==> config.mk <==
export PLATFORM = sky130hd
export DESIGN_NAME = dcap_decode
export DESIGN_NICKNAME = d
export VERILOG_FILES = /design/src/shared/dcap_pkg.sv /design/src/design/dcap_decode.sv
export VERILOG_INCLUDE_DIRS = /design/src /design/src/shared
export SDC_FILE = /design/constraint.sdc
export NUM_CORES = 1
export LEC_CHECK = 0
export BUFFER_PORTS_ARGS = -buffer_cell sky130_fd_sc_hd__buf_2
export CAP_MARGIN = 20
export CORE_AREA = 8 8 156 143
export CTS_BUF_LIST = sky130_fd_sc_hd__clkbuf_8
export CTS_CLUSTER_SIZE = 16
export DETAILED_ROUTE_END_ITERATION = 8
export DIE_AREA = 0 0 164 151
export PLACE_DENSITY = 0.74
export SLEW_MARGIN = 40
export SYNTH_ARGS = -nofsm -noshare
export SYNTH_HDL_FRONTEND = slang
export SYNTH_SLANG_ARGS = --single-unit
export TNS_END_PERCENT = 10
==> constraint.sdc <==
create_clock -name i_clk -period 7.05 [get_ports i_clk]
set_input_delay 1.0575 -clock i_clk [delete_from_list [all_inputs] [get_ports i_clk]]
set_output_delay 1.0575 -clock i_clk [all_outputs]
set_load 0.005 [all_outputs]
==> src/shared/dcap_regs.svh <==
`ifndef DCAP_REGS_SVH
`define DCAP_REGS_SVH

// ==========================================================
// Register map (byte addresses, 32-bit words)
`define DCAP_OFS_CTRL 8'h00
`define DCAP_OFS_STATUS 8'h04
`define DCAP_OFS_MR0 8'h08
`define DCAP_OFS_MR1 8'h0C
`define DCAP_OFS_MR2 8'h10
`define DCAP_OFS_MR3 8'h14
`define DCAP_OFS_CMDCNT 8'h18

// ==========================================================
// Control fields and reset value
`define DCAP_CTRL_X8_BIT 0
`define DCAP_CTRL_RST 32'h0000_0000

// ==========================================================
// Status fields
`define DCAP_STS_PWR_LSB 0
`define DCAP_STS_OPEN_LSB 8
`define DCAP_STS_ODT_BIT 16
`define DCAP_STS_TDQS_BIT 17

// ==========================================================
// Mode register fields and reset value
`define DCAP_MR_RST 16'h0000
`define DCAP_MR0_BL_LSB 0
`define DCAP_BL_FIXED8 2'h0
`define DCAP_BL_OTF 2'h1
`define DCAP_BL_FIXED4 2'h2
`define DCAP_MR1_TDQS_BIT 11
`define DCAP_MR1_RTT0_BIT 2
`define DCAP_MR1_RTT1_BIT 6
`define DCAP_MR1_RTT2_BIT 9

// ==========================================================
// Address bit positions
`define DCAP_A_AP_BIT 10
`define DCAP_A_BC_BIT 12

`endif

==> src/shared/dcap_pkg.sv <==
package dcap_pkg;

	// ==========================================================
	// Command code {CS#,RAS#,CAS#,WE#}; any code with CS# high is deselect
	typedef enum logic [3:0] {
		DCAP_MRS = 4'h0,
		DCAP_REF = 4'h1,
		DCAP_PRE = 4'h2,
		DCAP_ACT = 4'h3,
		DCAP_WR = 4'h4,
		DCAP_RD = 4'h5,
		DCAP_ZQC = 4'h6,
		DCAP_NOP = 4'h7,
		DCAP_DES = 4'h8
	} dcap_cmd_e;

	typedef enum logic [2:0] {
		DCAP_PW_ACTIVE = 3'h1,
		DCAP_PW_PDN = 3'h2,
		DCAP_PW_SREF = 3'h4
	} dcap_pwr_e;

	// ==========================================================
	// Pins from the controller
	typedef struct packed {
		logic cs_n;
		logic ras_n;
		logic cas_n;
		logic we_n;
		logic [14:0] addr;
		logic [2:0] ba;
		logic cke;
		logic odt;
		logic dm;
		logic wvalid;
		logic [7:0] wdata;
	} dcap_pins_t;

	// Decoded command toward the core
	typedef struct packed {
		logic valid;
		dcap_cmd_e code;
		logic [2:0] bank;
		logic [14:0] addr;
		logic ap;
		logic bc4;
		logic pre_all;
	} dcap_cmd_t;

	// Accepted write beat toward the array
	typedef struct packed {
		logic we;
		logic [7:0] data;
	} dcap_beat_t;

endpackage

==> src/design/dcap_decode.sv <==
// Implementation choices: register access over Wishbone and the address map.
`timescale 1ns/1ps
`default_nettype none
`include "dcap_regs.svh"

// How it works
// - Inputs captured on each rising clock edge
// - CS RAS CAS WE form command code
// - CS high masks every command
// - Row on ACT, column and AP on RD/WR
// - PRE: A10 low one bank, high all
// - LOAD MODE writes address as opcode
// - On-the-fly: A12 high BL8, low BC4
// - Bank address picks target bank
// - Bank address picks mode register 0-3
// - CKE synchronous, self-refresh exit included
// - Write beat with DM high is dropped
// - Mode register picks TDQS on x8
// - ODT enables termination unless mode disables or in self refresh
// - Reset is asynchronous, active low
// - TDQS enabled disables write masking
module dcap_decode (
	input wire logic i_clk,
	input wire logic i_reset_n,
	input wire dcap_pkg::dcap_pins_t i_pins,
	input wire logic i_wb_cyc,
	input wire logic i_wb_stb,
	input wire logic i_wb_we,
	input wire logic [7:0] i_wb_adr,
	input wire logic [3:0] i_wb_sel,
	input wire logic [31:0] i_wb_dat,
	output logic o_wb_ack,
	output logic [31:0] o_wb_dat,
	output dcap_pkg::dcap_cmd_t o_cmd,
	output logic [7:0] o_bank_close,
	output logic o_mr_load,
	output logic o_rx_cmd_en,
	output logic o_rx_data_en,
	output logic o_odt_on,
	output logic o_tdqs_en,
	output dcap_pkg::dcap_beat_t o_beat,
	output dcap_pkg::dcap_pwr_e o_pwr
);
	import dcap_pkg::*;

	// ==========================================================
	// Reset release and pin synchronisers
	logic rst_meta;
	logic rst_n;
	dcap_pins_t pin_meta;
	dcap_pins_t pin;

	always_ff @(posedge i_clk or negedge i_reset_n) begin
		if (!i_reset_n) begin
			rst_meta <= 1'b0;
			rst_n <= 1'b0;
		end else begin
			rst_meta <= 1'b1;
			rst_n <= rst_meta;
		end
	end

	// Capture point is the clock's rising edge only
	always_ff @(posedge i_clk or negedge rst_n) begin
		if (!rst_n) begin
			pin_meta <= '0;
			pin <= '0;
		end else begin
			pin_meta <= i_pins;
			pin <= pin_meta;
		end
	end

	// ==========================================================
	// Helpers
	function automatic dcap_cmd_e decode_cmd(input dcap_pins_t p);
		if (p.cs_n) begin
			decode_cmd = DCAP_DES;
		end else begin
			decode_cmd = dcap_cmd_e'({1'b0, p.ras_n, p.cas_n, p.we_n});
		end
	endfunction

	function automatic logic [7:0] bank_bit(input logic [2:0] b);
		bank_bit = 8'h01 << b;
	endfunction

	// ==========================================================
	// Device state
	logic [15:0] mr [4];
	logic [15:0] next_mr [4];
	logic [7:0] open;
	logic [7:0] next_open;
	logic cke_prev;
	dcap_pwr_e next_pwr;
	dcap_cmd_t next_cmd;
	logic [7:0] next_bank_close;
	logic next_mr_load;
	logic next_odt_on;
	logic next_tdqs_en;
	dcap_beat_t next_beat;
	logic [31:0] cmdcnt;
	logic [31:0] next_cmdcnt;
	logic ctrl_x8;
	dcap_cmd_e cmd;
	logic cmd_live;
	logic rtt_on;

	always_comb begin
		cmd = decode_cmd(pin);
		for (int i = 0; i < 4; i++) begin
			next_mr[i] = mr[i];
		end
		next_open = open;
		next_pwr = o_pwr;
		next_cmd = '0;
		next_cmd.code = DCAP_DES;
		next_bank_close = 8'h00;
		next_mr_load = 1'b0;
		next_cmdcnt = cmdcnt;
		// Commands count only with CKE high now and before, while active
		cmd_live = (o_pwr == DCAP_PW_ACTIVE) && pin.cke && cke_prev;
		case (o_pwr)
			DCAP_PW_ACTIVE: begin
				if (cke_prev && !pin.cke) begin
					if (cmd == DCAP_REF && open == 8'h00) begin
						next_pwr = DCAP_PW_SREF;
					end else begin
						next_pwr = DCAP_PW_PDN;
					end
				end
			end
			DCAP_PW_PDN: begin
				if (pin.cke) begin
					next_pwr = DCAP_PW_ACTIVE;
				end
			end
			DCAP_PW_SREF: begin
				// Exit needs no command, only CKE high sampled at a clock edge
				if (pin.cke) begin
					next_pwr = DCAP_PW_ACTIVE;
				end
			end
			default: begin
				next_pwr = DCAP_PW_ACTIVE;
			end
		endcase
		if (cmd_live && cmd != DCAP_DES && cmd != DCAP_NOP) begin
			next_cmd.valid = 1'b1;
			next_cmd.code = cmd;
			next_cmd.bank = pin.ba;
			next_cmd.addr = pin.addr;
			next_cmdcnt = cmdcnt + 32'h0000_0001;
			case (cmd)
				DCAP_ACT: begin
					next_open = open | bank_bit(pin.ba);
				end
				DCAP_RD, DCAP_WR: begin
					next_cmd.ap = pin.addr[`DCAP_A_AP_BIT];
					if (mr[0][`DCAP_MR0_BL_LSB +: 2] == `DCAP_BL_OTF) begin
						next_cmd.bc4 = !pin.addr[`DCAP_A_BC_BIT];
					end else begin
						next_cmd.bc4 = mr[0][`DCAP_MR0_BL_LSB +: 2] == `DCAP_BL_FIXED4;
					end
					// Auto precharge closes the row at command time, not burst end
					if (pin.addr[`DCAP_A_AP_BIT]) begin
						next_open = open & ~bank_bit(pin.ba);
						next_bank_close = bank_bit(pin.ba);
					end
				end
				DCAP_PRE: begin
					next_cmd.pre_all = pin.addr[`DCAP_A_AP_BIT];
					if (pin.addr[`DCAP_A_AP_BIT]) begin
						next_open = 8'h00;
						next_bank_close = 8'hFF;
					end else begin
						next_open = open & ~bank_bit(pin.ba);
						next_bank_close = bank_bit(pin.ba);
					end
				end
				DCAP_MRS: begin
					// BA2 high names no mode register; opcode dropped
					if (!pin.ba[2]) begin
						next_mr[pin.ba[1:0]] = {1'b0, pin.addr};
						next_mr_load = 1'b1;
					end
				end
				default: begin
				end
			endcase
		end
		rtt_on = mr[1][`DCAP_MR1_RTT0_BIT] | mr[1][`DCAP_MR1_RTT1_BIT] | mr[1][`DCAP_MR1_RTT2_BIT];
		// ODT receiver stays on in power-down, off in self refresh
		next_odt_on = rtt_on && pin.odt && o_pwr != DCAP_PW_SREF && next_pwr != DCAP_PW_SREF;
		next_tdqs_en = ctrl_x8 && mr[1][`DCAP_MR1_TDQS_BIT];
		next_beat.data = pin.wdata;
		next_beat.we = pin.wvalid && o_pwr == DCAP_PW_ACTIVE && (o_tdqs_en || !pin.dm);
	end

	always_ff @(posedge i_clk or negedge rst_n) begin
		if (!rst_n) begin
			for (int i = 0; i < 4; i++) begin
				mr[i] <= `DCAP_MR_RST;
			end
			open <= 8'h00;
			cke_prev <= 1'b0;
			o_pwr <= DCAP_PW_ACTIVE;
			o_cmd <= '0;
			o_bank_close <= 8'h00;
			o_mr_load <= 1'b0;
			o_odt_on <= 1'b0;
			o_tdqs_en <= 1'b0;
			o_beat <= '0;
			o_rx_cmd_en <= 1'b1;
			o_rx_data_en <= 1'b1;
			cmdcnt <= 32'h0000_0000;
		end else begin
			for (int i = 0; i < 4; i++) begin
				mr[i] <= next_mr[i];
			end
			open <= next_open;
			cke_prev <= pin.cke;
			o_pwr <= next_pwr;
			o_cmd <= next_cmd;
			o_bank_close <= next_bank_close;
			o_mr_load <= next_mr_load;
			o_odt_on <= next_odt_on;
			o_tdqs_en <= next_tdqs_en;
			o_beat <= next_beat;
			o_rx_cmd_en <= next_pwr == DCAP_PW_ACTIVE;
			o_rx_data_en <= next_pwr == DCAP_PW_ACTIVE;
			cmdcnt <= next_cmdcnt;
		end
	end

	// ==========================================================
	// Wishbone slave, ack one cycle after the strobe
	logic next_ack;
	logic [31:0] next_dat;
	logic next_x8;
	logic wb_hit;

	always_comb begin
		wb_hit = i_wb_cyc && i_wb_stb && !o_wb_ack;
		next_ack = wb_hit;
		next_x8 = ctrl_x8;
		next_dat = 32'h0000_0000;
		if (wb_hit && i_wb_we) begin
			if (i_wb_adr == `DCAP_OFS_CTRL && i_wb_sel[0]) begin
				next_x8 = i_wb_dat[`DCAP_CTRL_X8_BIT];
			end
		end
		if (wb_hit && !i_wb_we) begin
			if (i_wb_adr == `DCAP_OFS_CTRL) begin
				next_dat[`DCAP_CTRL_X8_BIT] = ctrl_x8;
			end else if (i_wb_adr == `DCAP_OFS_STATUS) begin
				next_dat[`DCAP_STS_PWR_LSB +: 3] = o_pwr;
				next_dat[`DCAP_STS_OPEN_LSB +: 8] = open;
				next_dat[`DCAP_STS_ODT_BIT] = o_odt_on;
				next_dat[`DCAP_STS_TDQS_BIT] = o_tdqs_en;
			end else if (i_wb_adr == `DCAP_OFS_MR0) begin
				next_dat[15:0] = mr[0];
			end else if (i_wb_adr == `DCAP_OFS_MR1) begin
				next_dat[15:0] = mr[1];
			end else if (i_wb_adr == `DCAP_OFS_MR2) begin
				next_dat[15:0] = mr[2];
			end else if (i_wb_adr == `DCAP_OFS_MR3) begin
				next_dat[15:0] = mr[3];
			end else if (i_wb_adr == `DCAP_OFS_CMDCNT) begin
				next_dat = cmdcnt;
			end
		end
	end

	always_ff @(posedge i_clk or negedge rst_n) begin
		if (!rst_n) begin
			o_wb_ack <= 1'b0;
			o_wb_dat <= 32'h0000_0000;
			ctrl_x8 <= 1'(`DCAP_CTRL_RST >> `DCAP_CTRL_X8_BIT);
		end else begin
			o_wb_ack <= next_ack;
			o_wb_dat <= next_dat;
			ctrl_x8 <= next_x8;
		end
	end
endmodule

`default_nettype wire

==> flow_summary.yaml, run 1 <==
status:
  status: "completed"
route:
  vias: 6278
  vias_per_cell: 5.45
  first_pass_iters: 5
  drt_iter0_markers: 476
  detail-route-antenna-nets: 0
  wl_per_cell_microns: 19.1
  drc_errors: 0
  wirelength_microns: 21900
placed_design:
  dp_hpwl_microns: 14400
  gp_congestion: 0.829
  portBuffers: 132
  placed_area_sq_um: 10600
final_layout:
  n_antenna_cell: 0
  stdcell_area_sq_um: 11500
  nets: 950
  drive_above_1_share_pct: 33.1
  syn_to_final_growth_pct: 18.9
  n_fill_cell: 1596
global_routing:
  antenna_found_initial: 0
  grt_max_degree: 100
  grt_pass1_wl_microns: 34500
  gr-total-overflow: 0
  grt_pass1_vias: 6441
  grt_usage_pct: 17.9
floorplan:
  io_pins: 167
  rows: 49
  die_h_microns: 151
  core_area_sq_um: 19700
  die_area_sq_um: 24800
  die_w_microns: 164
  start_util_pct: 49.0
clock_tree:
  cts_setup_buffers: 0
  postCtsHoldBufs: 0
  cts_max_level: 2
  cts_root_buf: "clkbuf_8"
  cts_num_sinks: 255
  numCtsBuffers: 40
  cts.repair.resized: 0
  insertion_delay_ns: 0.53
  clk_path_buf_depth: 3
  clk_pin_slew_ns: 0.06
  cts_tree: "done"
pwr:
  p_leak_nw: 5.68
  power_density_nw_per_um2: 259
  vdd.ir_drop.worst_mv: 0.205
critical_path:
  r2r_start: "o_pwr[2]"
  start_kind: "flop"
  crit_start: "o_pwr[2]"
  critPathCaptureType: "flop"
  cp.arrival_ns: 3.23
  r2r.worst_path.cells: 5
  critPathKind: "reg -> reg"
  crit_required_ns: 7.46
  crit_fanout: 14
timing:
  min_period_ns: 2.82
  slew_headroom_pct: 43.2
  hold_viol: 0
  rsz0062_at_grt: "false"
  fin_setup_tns_ns: 0
  tightest_slew_ns: 0.852
  setup_viol: 0
  slew_violations: 0
  fin_crit_sh_pct: 40.0
  finClkSkew_ns: 0.0148
  max_freq_mhz: 354
synth:
  ys_seq_area_share_pct: 66.3
  synthArstFlopShare_pct: 100
  synth_warnings: 0
  syn-num-nets: 802
  synth.distinct_cells: 50
  synth_edf_count: 0
  ys.flop_type: "dfrtp_1"
  synth_cells: 718
  syn_area_sq_um: 9630
  avgSynthCellArea_sq_um: 13.4
  ys_ff_latch: 255
min_path:
  hold_class: "reg -> async"
job:
  max-cap-violations: 0
-- critical path, stage by stage, from the launching register on --
cell and delay (ns):
dfrtp_1 0.51, nand4bb_4 0.32, or3_1 0.75, nor3_4 0.55
buf_8 0.22, mux2_2 0.35
-- through the flow --
stage / setup slack [ns] / hold slack, ns / cells / util, % / total power [mW]
global route: 4.10 / 0.254 / 1151 / 58.2 / 3.08
finish: 4.23 / 0.222 / 1151 / 58.2 / 2.96
floorplan: 2.87 / 0.331 / 718 / - / 1.66
global placement: 3.86 / 0.332 / 1076 / 53.5 / 1.72
detailed placement: 3.93 / 0.335 / 1078 / 53.9 / 1.72
CTS: 4.24 / 0.273 / 1150 / 58.1 / 3.00
-- flip-flops by register name, summed over array words and instances (netlist names), 3 cells and up --
name and flops:
pin_meta 34, next_beat 8, o_wb_dat 32, o_pwr 3, cmdcnt 32, o_bank_close 8
open 8, pin 26, mr 60, o_beat 9, o_cmd 26
-- cell usage in the layout (no fill, tap or decap), drive strengths merged, types with 13 or more instances in the layout --
master,Yosys,final
nand3,13,13
nor3,15,15
nor2,23,23
nand4,24,24
dfrtp,253,253
and2,36,36
nand2,32,32
clkbuf,24,53
a21o,17,17
a21oi,35,35
buf,13,143
mux2,75,75
a22oi,16,16
inv,17,32
o31ai,14,14
xnor2,29,29
-- metal layers --
metal | track usage [%] | routed length (microns) | up-vias
met1 | 23.8 | 9470 | 3142
met3 | 5.16 | 2020 | 36
met2 | 27.8 | 10000 | 258
li1 | - | - | 2842
met5 | 0 | 0 | -
met4 | 5.99 | 399 | 0
-- power breakdown --
group / leakage [nW] / switching (mW) / internal [mW]
clock: 0.486 / 0.555 / 0.709
combinational: 1.84 / 0.0851 / 0.0583
sequential: 3.35 / 0.0435 / 1.51
total: 5.68 / 0.684 / 2.28
-- synth_stat cells (4+ instances only) --
library cell	n	share of area (%)
dfrtp_1	253	66
inv_1	17	0.66
nor3_1	14	0.73
a22oi_1	16	1.2
mux2_2	75	8.8
a21oi_1	35	1.8
nor2b_1	4	0.26
nand3_1	13	0.68
nand2_1	32	1.2
nand2b_1	6	0.39
o31ai_1	14	1.1
and2_1	36	2.3
nor2_1	23	0.90
nand3b_1	5	0.39
nand4_1	24	1.6
xnor2_1	29	2.6
buf_4	4	0.31
clkbuf_1	24	0.94
and3_1	5	0.32
a21o_1	17	1.3
buf_1	4	0.16
a32oi_1	8	0.73
o22ai_1	9	0.58
or4_1	4	0.31
nor4_1	8	0.52
-- final cells by class --
| class | instances | area [sq um] | share of cell area [%] |
|---|---|---|---|
| Clock buffer | 53 | 729 | 6.37 |
| Timing Repair Buffer | 143 | 796 | 6.94 |
| Inverter | 17 | 63.8 | 0.557 |
| Clock inverter | 19 | 106 | 0.928 |
| Multi-Input combinational cell | 409 | 3060 | 26.7 |
| Sequential cell | 255 | 6390 | 55.7 |
| Tap cell | 255 | 319 | 2.78 |
-- worst paths after layout --
| kind | to | slack (ns) |
|---|---|---|
| worst max-delay path | mr[14] | 4.23 |
| worst min register to register | o_wb_dat[3] | 0.22 |
| worst max register to register | mr[14] | 4.23 |
| worst min-delay path | o_wb_dat[3] | 0.22 |
| max in group asynchronous | o_rx_data_en | 5.55 |
| min in group i_clk | pin[20] | 0.35 |
-- logic make-up (layout without fill, tap and decap cells) --
group	count (synthesis)	in the layout	synth area share [%]
AOI/OAI and AO/OA	105	105	7.31
xor gates and xnor gates	31	31	2.82
adders and majority gates	1	1	0.130
buffers and inverters	54	232	2.45
DFF	255	255	66.3
muxes	76	76	8.87
other	1	1	0.0389
and+or+nand+nor	195	195	12.1
Note: power is estimated with default switching activity, not from simulation.
==> run 2, diff against run 1 <==
--- a/config.mk
+++ b/config.mk
@@ -6,14 +6,15 @@
 export SDC_FILE = /design/constraint.sdc
 export NUM_CORES = 1
 export LEC_CHECK = 0
+export ABC_AREA = 1
 export BUFFER_PORTS_ARGS = -buffer_cell sky130_fd_sc_hd__buf_2
 export CAP_MARGIN = 20
-export CORE_AREA = 8 8 156 143
+export CORE_AREA = 8 8 159 146
 export CTS_BUF_LIST = sky130_fd_sc_hd__clkbuf_8
 export CTS_CLUSTER_SIZE = 16
 export DETAILED_ROUTE_END_ITERATION = 8
-export DIE_AREA = 0 0 164 151
-export PLACE_DENSITY = 0.74
+export DIE_AREA = 0 0 167 154
+export PLACE_DENSITY = 0.71
 export SLEW_MARGIN = 40
 export SYNTH_ARGS = -nofsm -noshare
 export SYNTH_HDL_FRONTEND = slang
==> constraint.sdc (replaced) <==
create_clock -name i_clk -period 2.65 [get_ports i_clk]
set_input_delay 0.3975 -clock i_clk [delete_from_list [all_inputs] [get_ports i_clk]]
set_output_delay 0.3975 -clock i_clk [all_outputs]
set_load 0.005 [all_outputs]
==> run 2 against run 1 <==
Against the previous run:
- fmax rose by 37%
- non-clock buffer count grew 44
- die area up 3.9%
- first-iteration DRC count up 30%
- critical path depth is 2 higher
- flip-flop and latch count did not move
- critical endpoint is now cmdcnt[19]
- largest power group unchanged
==> flow_summary.yaml, run 2 <==
synth:
  yosysTopAreaCell: "dfrtp_1"
  synth_top_family_by_area: "simple AND/OR/NAND/NOR gates"
  synth_compound_area_share_pct: 8.39
  synth_xor_area_share_pct: 1.57
  synth_mux_area_share_pct: 0
  synthAdderAreaFrac_pct: 0.124
  syn-num-nets: 1163
  synth.distinct_cells: 33
  yosys-top-cells-area: "dfrtp_1 63%, nand2_1 11%, nand3_1 4.0%"
  avgSynthCellArea_sq_um: 9.33
  synth_edf_count: 0
  synthSimpleGateAreaFrac_pct: 21.7
  synth_warnings: 0
  ys_seq_area_share_pct: 63.4
  syn_area_sq_um: 10100
  yosys-top-cells-count: "286 x nand2_1, 253 x dfrtp_1, 96 x nor2_1, 80 x nand3_1, 79 x inv_1"
  synthArstFlopShare_pct: 100
  ys.flop_type: "dfrtp_1"
  ys_ff_latch: 255
  synth_cells: 1079
  yosysMostFrequentCell: "nand2_1"
  yosys.area.top_type_share_pct: 62.9
critical_path:
  path_cells: "nand3_1, nor2_1, nand2_1, inv_1, buf_4, nand3_1, xor2_1"
  r2r.worst_path.cells: 7
  ff2ff_setup_slack_ns: 0.59
  crit_top_cell: "nand3_1"
  r2r_start: "o_pwr[0]"
  cp.arrival_ns: 2.46
  start_kind: "flop"
  critPathKind: "reg -> reg"
  cp_slowest_cell: "dfstp_2"
  reg2reg_to: "cmdcnt[19]"
  crit_fanout: 33
  cpPeakStageDelay_ns: 0.58
  crit_required_ns: 3.05
  critPathCaptureType: "flop"
final_layout:
  n_antenna_cell: 0
  top_register: "mr"
  n_fill_cell: 1767
  instances_no_fill: 1559
  final_core_util_pct: 59.8
  nets: 1356
  syn_to_final_growth_pct: 21.4
  top_regs: "mr: 60 flops, pin_meta: 34 flops"
  drive_above_1_share_pct: 18.1
  largest_reg_flops: 60
  final_common_cell: "nand2_1"
  final_cell_mix: "286 x nand2_1, 252 x dfrtp_1, 132 x buf_2"
job:
  max-cap-violations: 0
global_routing:
  gr-total-overflow: 0
  grt_pass1_vias: 7819
  grt_usage_pct: 19.1
  grt_max_degree: 124
  grt_pass1_wl_microns: 39900
  antenna_found_initial: 0
floorplan:
  rows: 50
  die_area_sq_um: 25700
  io_pins: 167
  start_util_pct: 49.2
  die_h_microns: 154
  die_w_microns: 167
  core_area_sq_um: 20500
placed_design:
  gp_congestion: 0.911
  place_inst: 1454
  portBuffers: 132
  dp_hpwl_microns: 16600
clock_tree:
  cts_setup_buffers: 0
  cts.repair.resized: 0
  insertion_delay_ns: 0.54
  postCtsHoldBufs: 35
  clk_pin_slew_ns: 0.06
  cts_max_level: 2
  cts_tree: "done"
  cts_root_buf: "clkbuf_8"
  clk_path_buf_depth: 3
  cts_num_sinks: 255
  numCtsBuffers: 41
pwr:
  p_leak_nw: 6.18
  finalPower_mw: 7.85
  vdd.ir_drop.worst_mv: 0.504
  power_density_nw_per_um2: 642
route:
  drt_iter0_markers: 618
  first_pass_iters: 5
  detail-route-antenna-nets: 0
  wl_per_cell_microns: 15.8
  wirelength_microns: 24600
  vias: 7938
  vias_per_cell: 5.09
  drc_errors: 0
min_path:
  holdCritStartpoint: "i_wb_dat[0]"
  hold_depth: 3
  whs_endpoint: "ctrl_x8"
  hold_class: "in -> reg"
timing:
  fin_crit_sh_pct: 77.6
  setup_viol: 0
  hold_viol: 0
  rsz0062_at_grt: "false"
  tightest_slew_ns: 0.650
  whs_ns: 0.0866
  slew_headroom_pct: 56.7
  max_freq_mhz: 486
  min_period_ns: 2.06
  fin_setup_tns_ns: 0
  finClkSkew_ns: 0.0287
  slew_violations: 0
status:
  status: "completed"
## run 2: changes by cell type after synthesis, moves of 23 or more
cell	previous run	this run
and2_1	36	1
inv_1	17	79
mux2_2	75	0
nand2_1	32	286
nand3_1	13	80
nor2_1	23	96
o21ai_0	0	65
o21ai_1	0	53
xnor2_1	29	6
## run 2: cell families after synthesis
kind of cell             Yosys count
flip-flops                       255
adder cells (fa/ha/maj)            1
other                              1
buffers and inverters            120
XOR/XNOR                          18
AND/OR/NAND/NOR                  521
AO/OA/AOI/OAI                    163
## run 2: worst max-delay path by stage
stage,from,endpoint,slack [ns],cells after the start
global route,o_wb_ack,o_wb_dat[27],0.48,7
detailed placement,i_wb_adr[0],o_wb_dat[16],0.54,8
floorplan,rst_n,cke_prev,0.09,0
finish,o_pwr[0],cmdcnt[19],0.59,7
CTS,o_wb_ack,o_wb_dat[31],0.61,7
global placement,i_wb_adr[0],o_wb_dat[15],0.57,8
## run 2: stage by stage
| step | setup slack [ns] | cell area, sq um |
|---|---|---|
| after detailed placement | 0.538 | 11100 |
| final | 0.594 | 12200 |
| after global routing | 0.476 | 12200 |
| after floorplan | 0.0906 | 10100 |
| after CTS | 0.607 | 12200 |
| after global placement | 0.570 | 11100 |
## run 2: layer usage
metal,up-vias,GRT usage (%),share of wire [%]
met4,0,5.92,2.1
met2,237,31.6,48
met3,40,4.43,6.6
met1,3785,24.6,43
met5,-,0,0
li1,3876,-,-
## run 2: area by class of cell
class | instances | area, sq um | share of cell area, %
clock inverters | 18 | 85.1 | 0.696
well taps | 260 | 325 | 2.66
multi-input cells | 704 | 3200 | 26.2
flip-flops and latches | 255 | 6390 | 52.2
repair buffers | 187 | 1200 | 9.80
inverters | 83 | 312 | 2.55
clock buffers | 52 | 716 | 5.85
## run 2: where the power goes
part	switching (mW)	leakage [nW]	internal (mW)
combinational	0.279	2.37	0.167
clock	1.49	0.464	1.76
sequential	0.106	3.35	4.04
total	1.87	6.18	5.97
## run 2: worst max-delay path, delay by kind of cell (launching register included)
family,cells,cell delay [ns]
and+or+nand+nor,4,0.59
buffers and inverters,2,0.59
DFF,1,0.58
xor gates and xnor gates,1,0.17
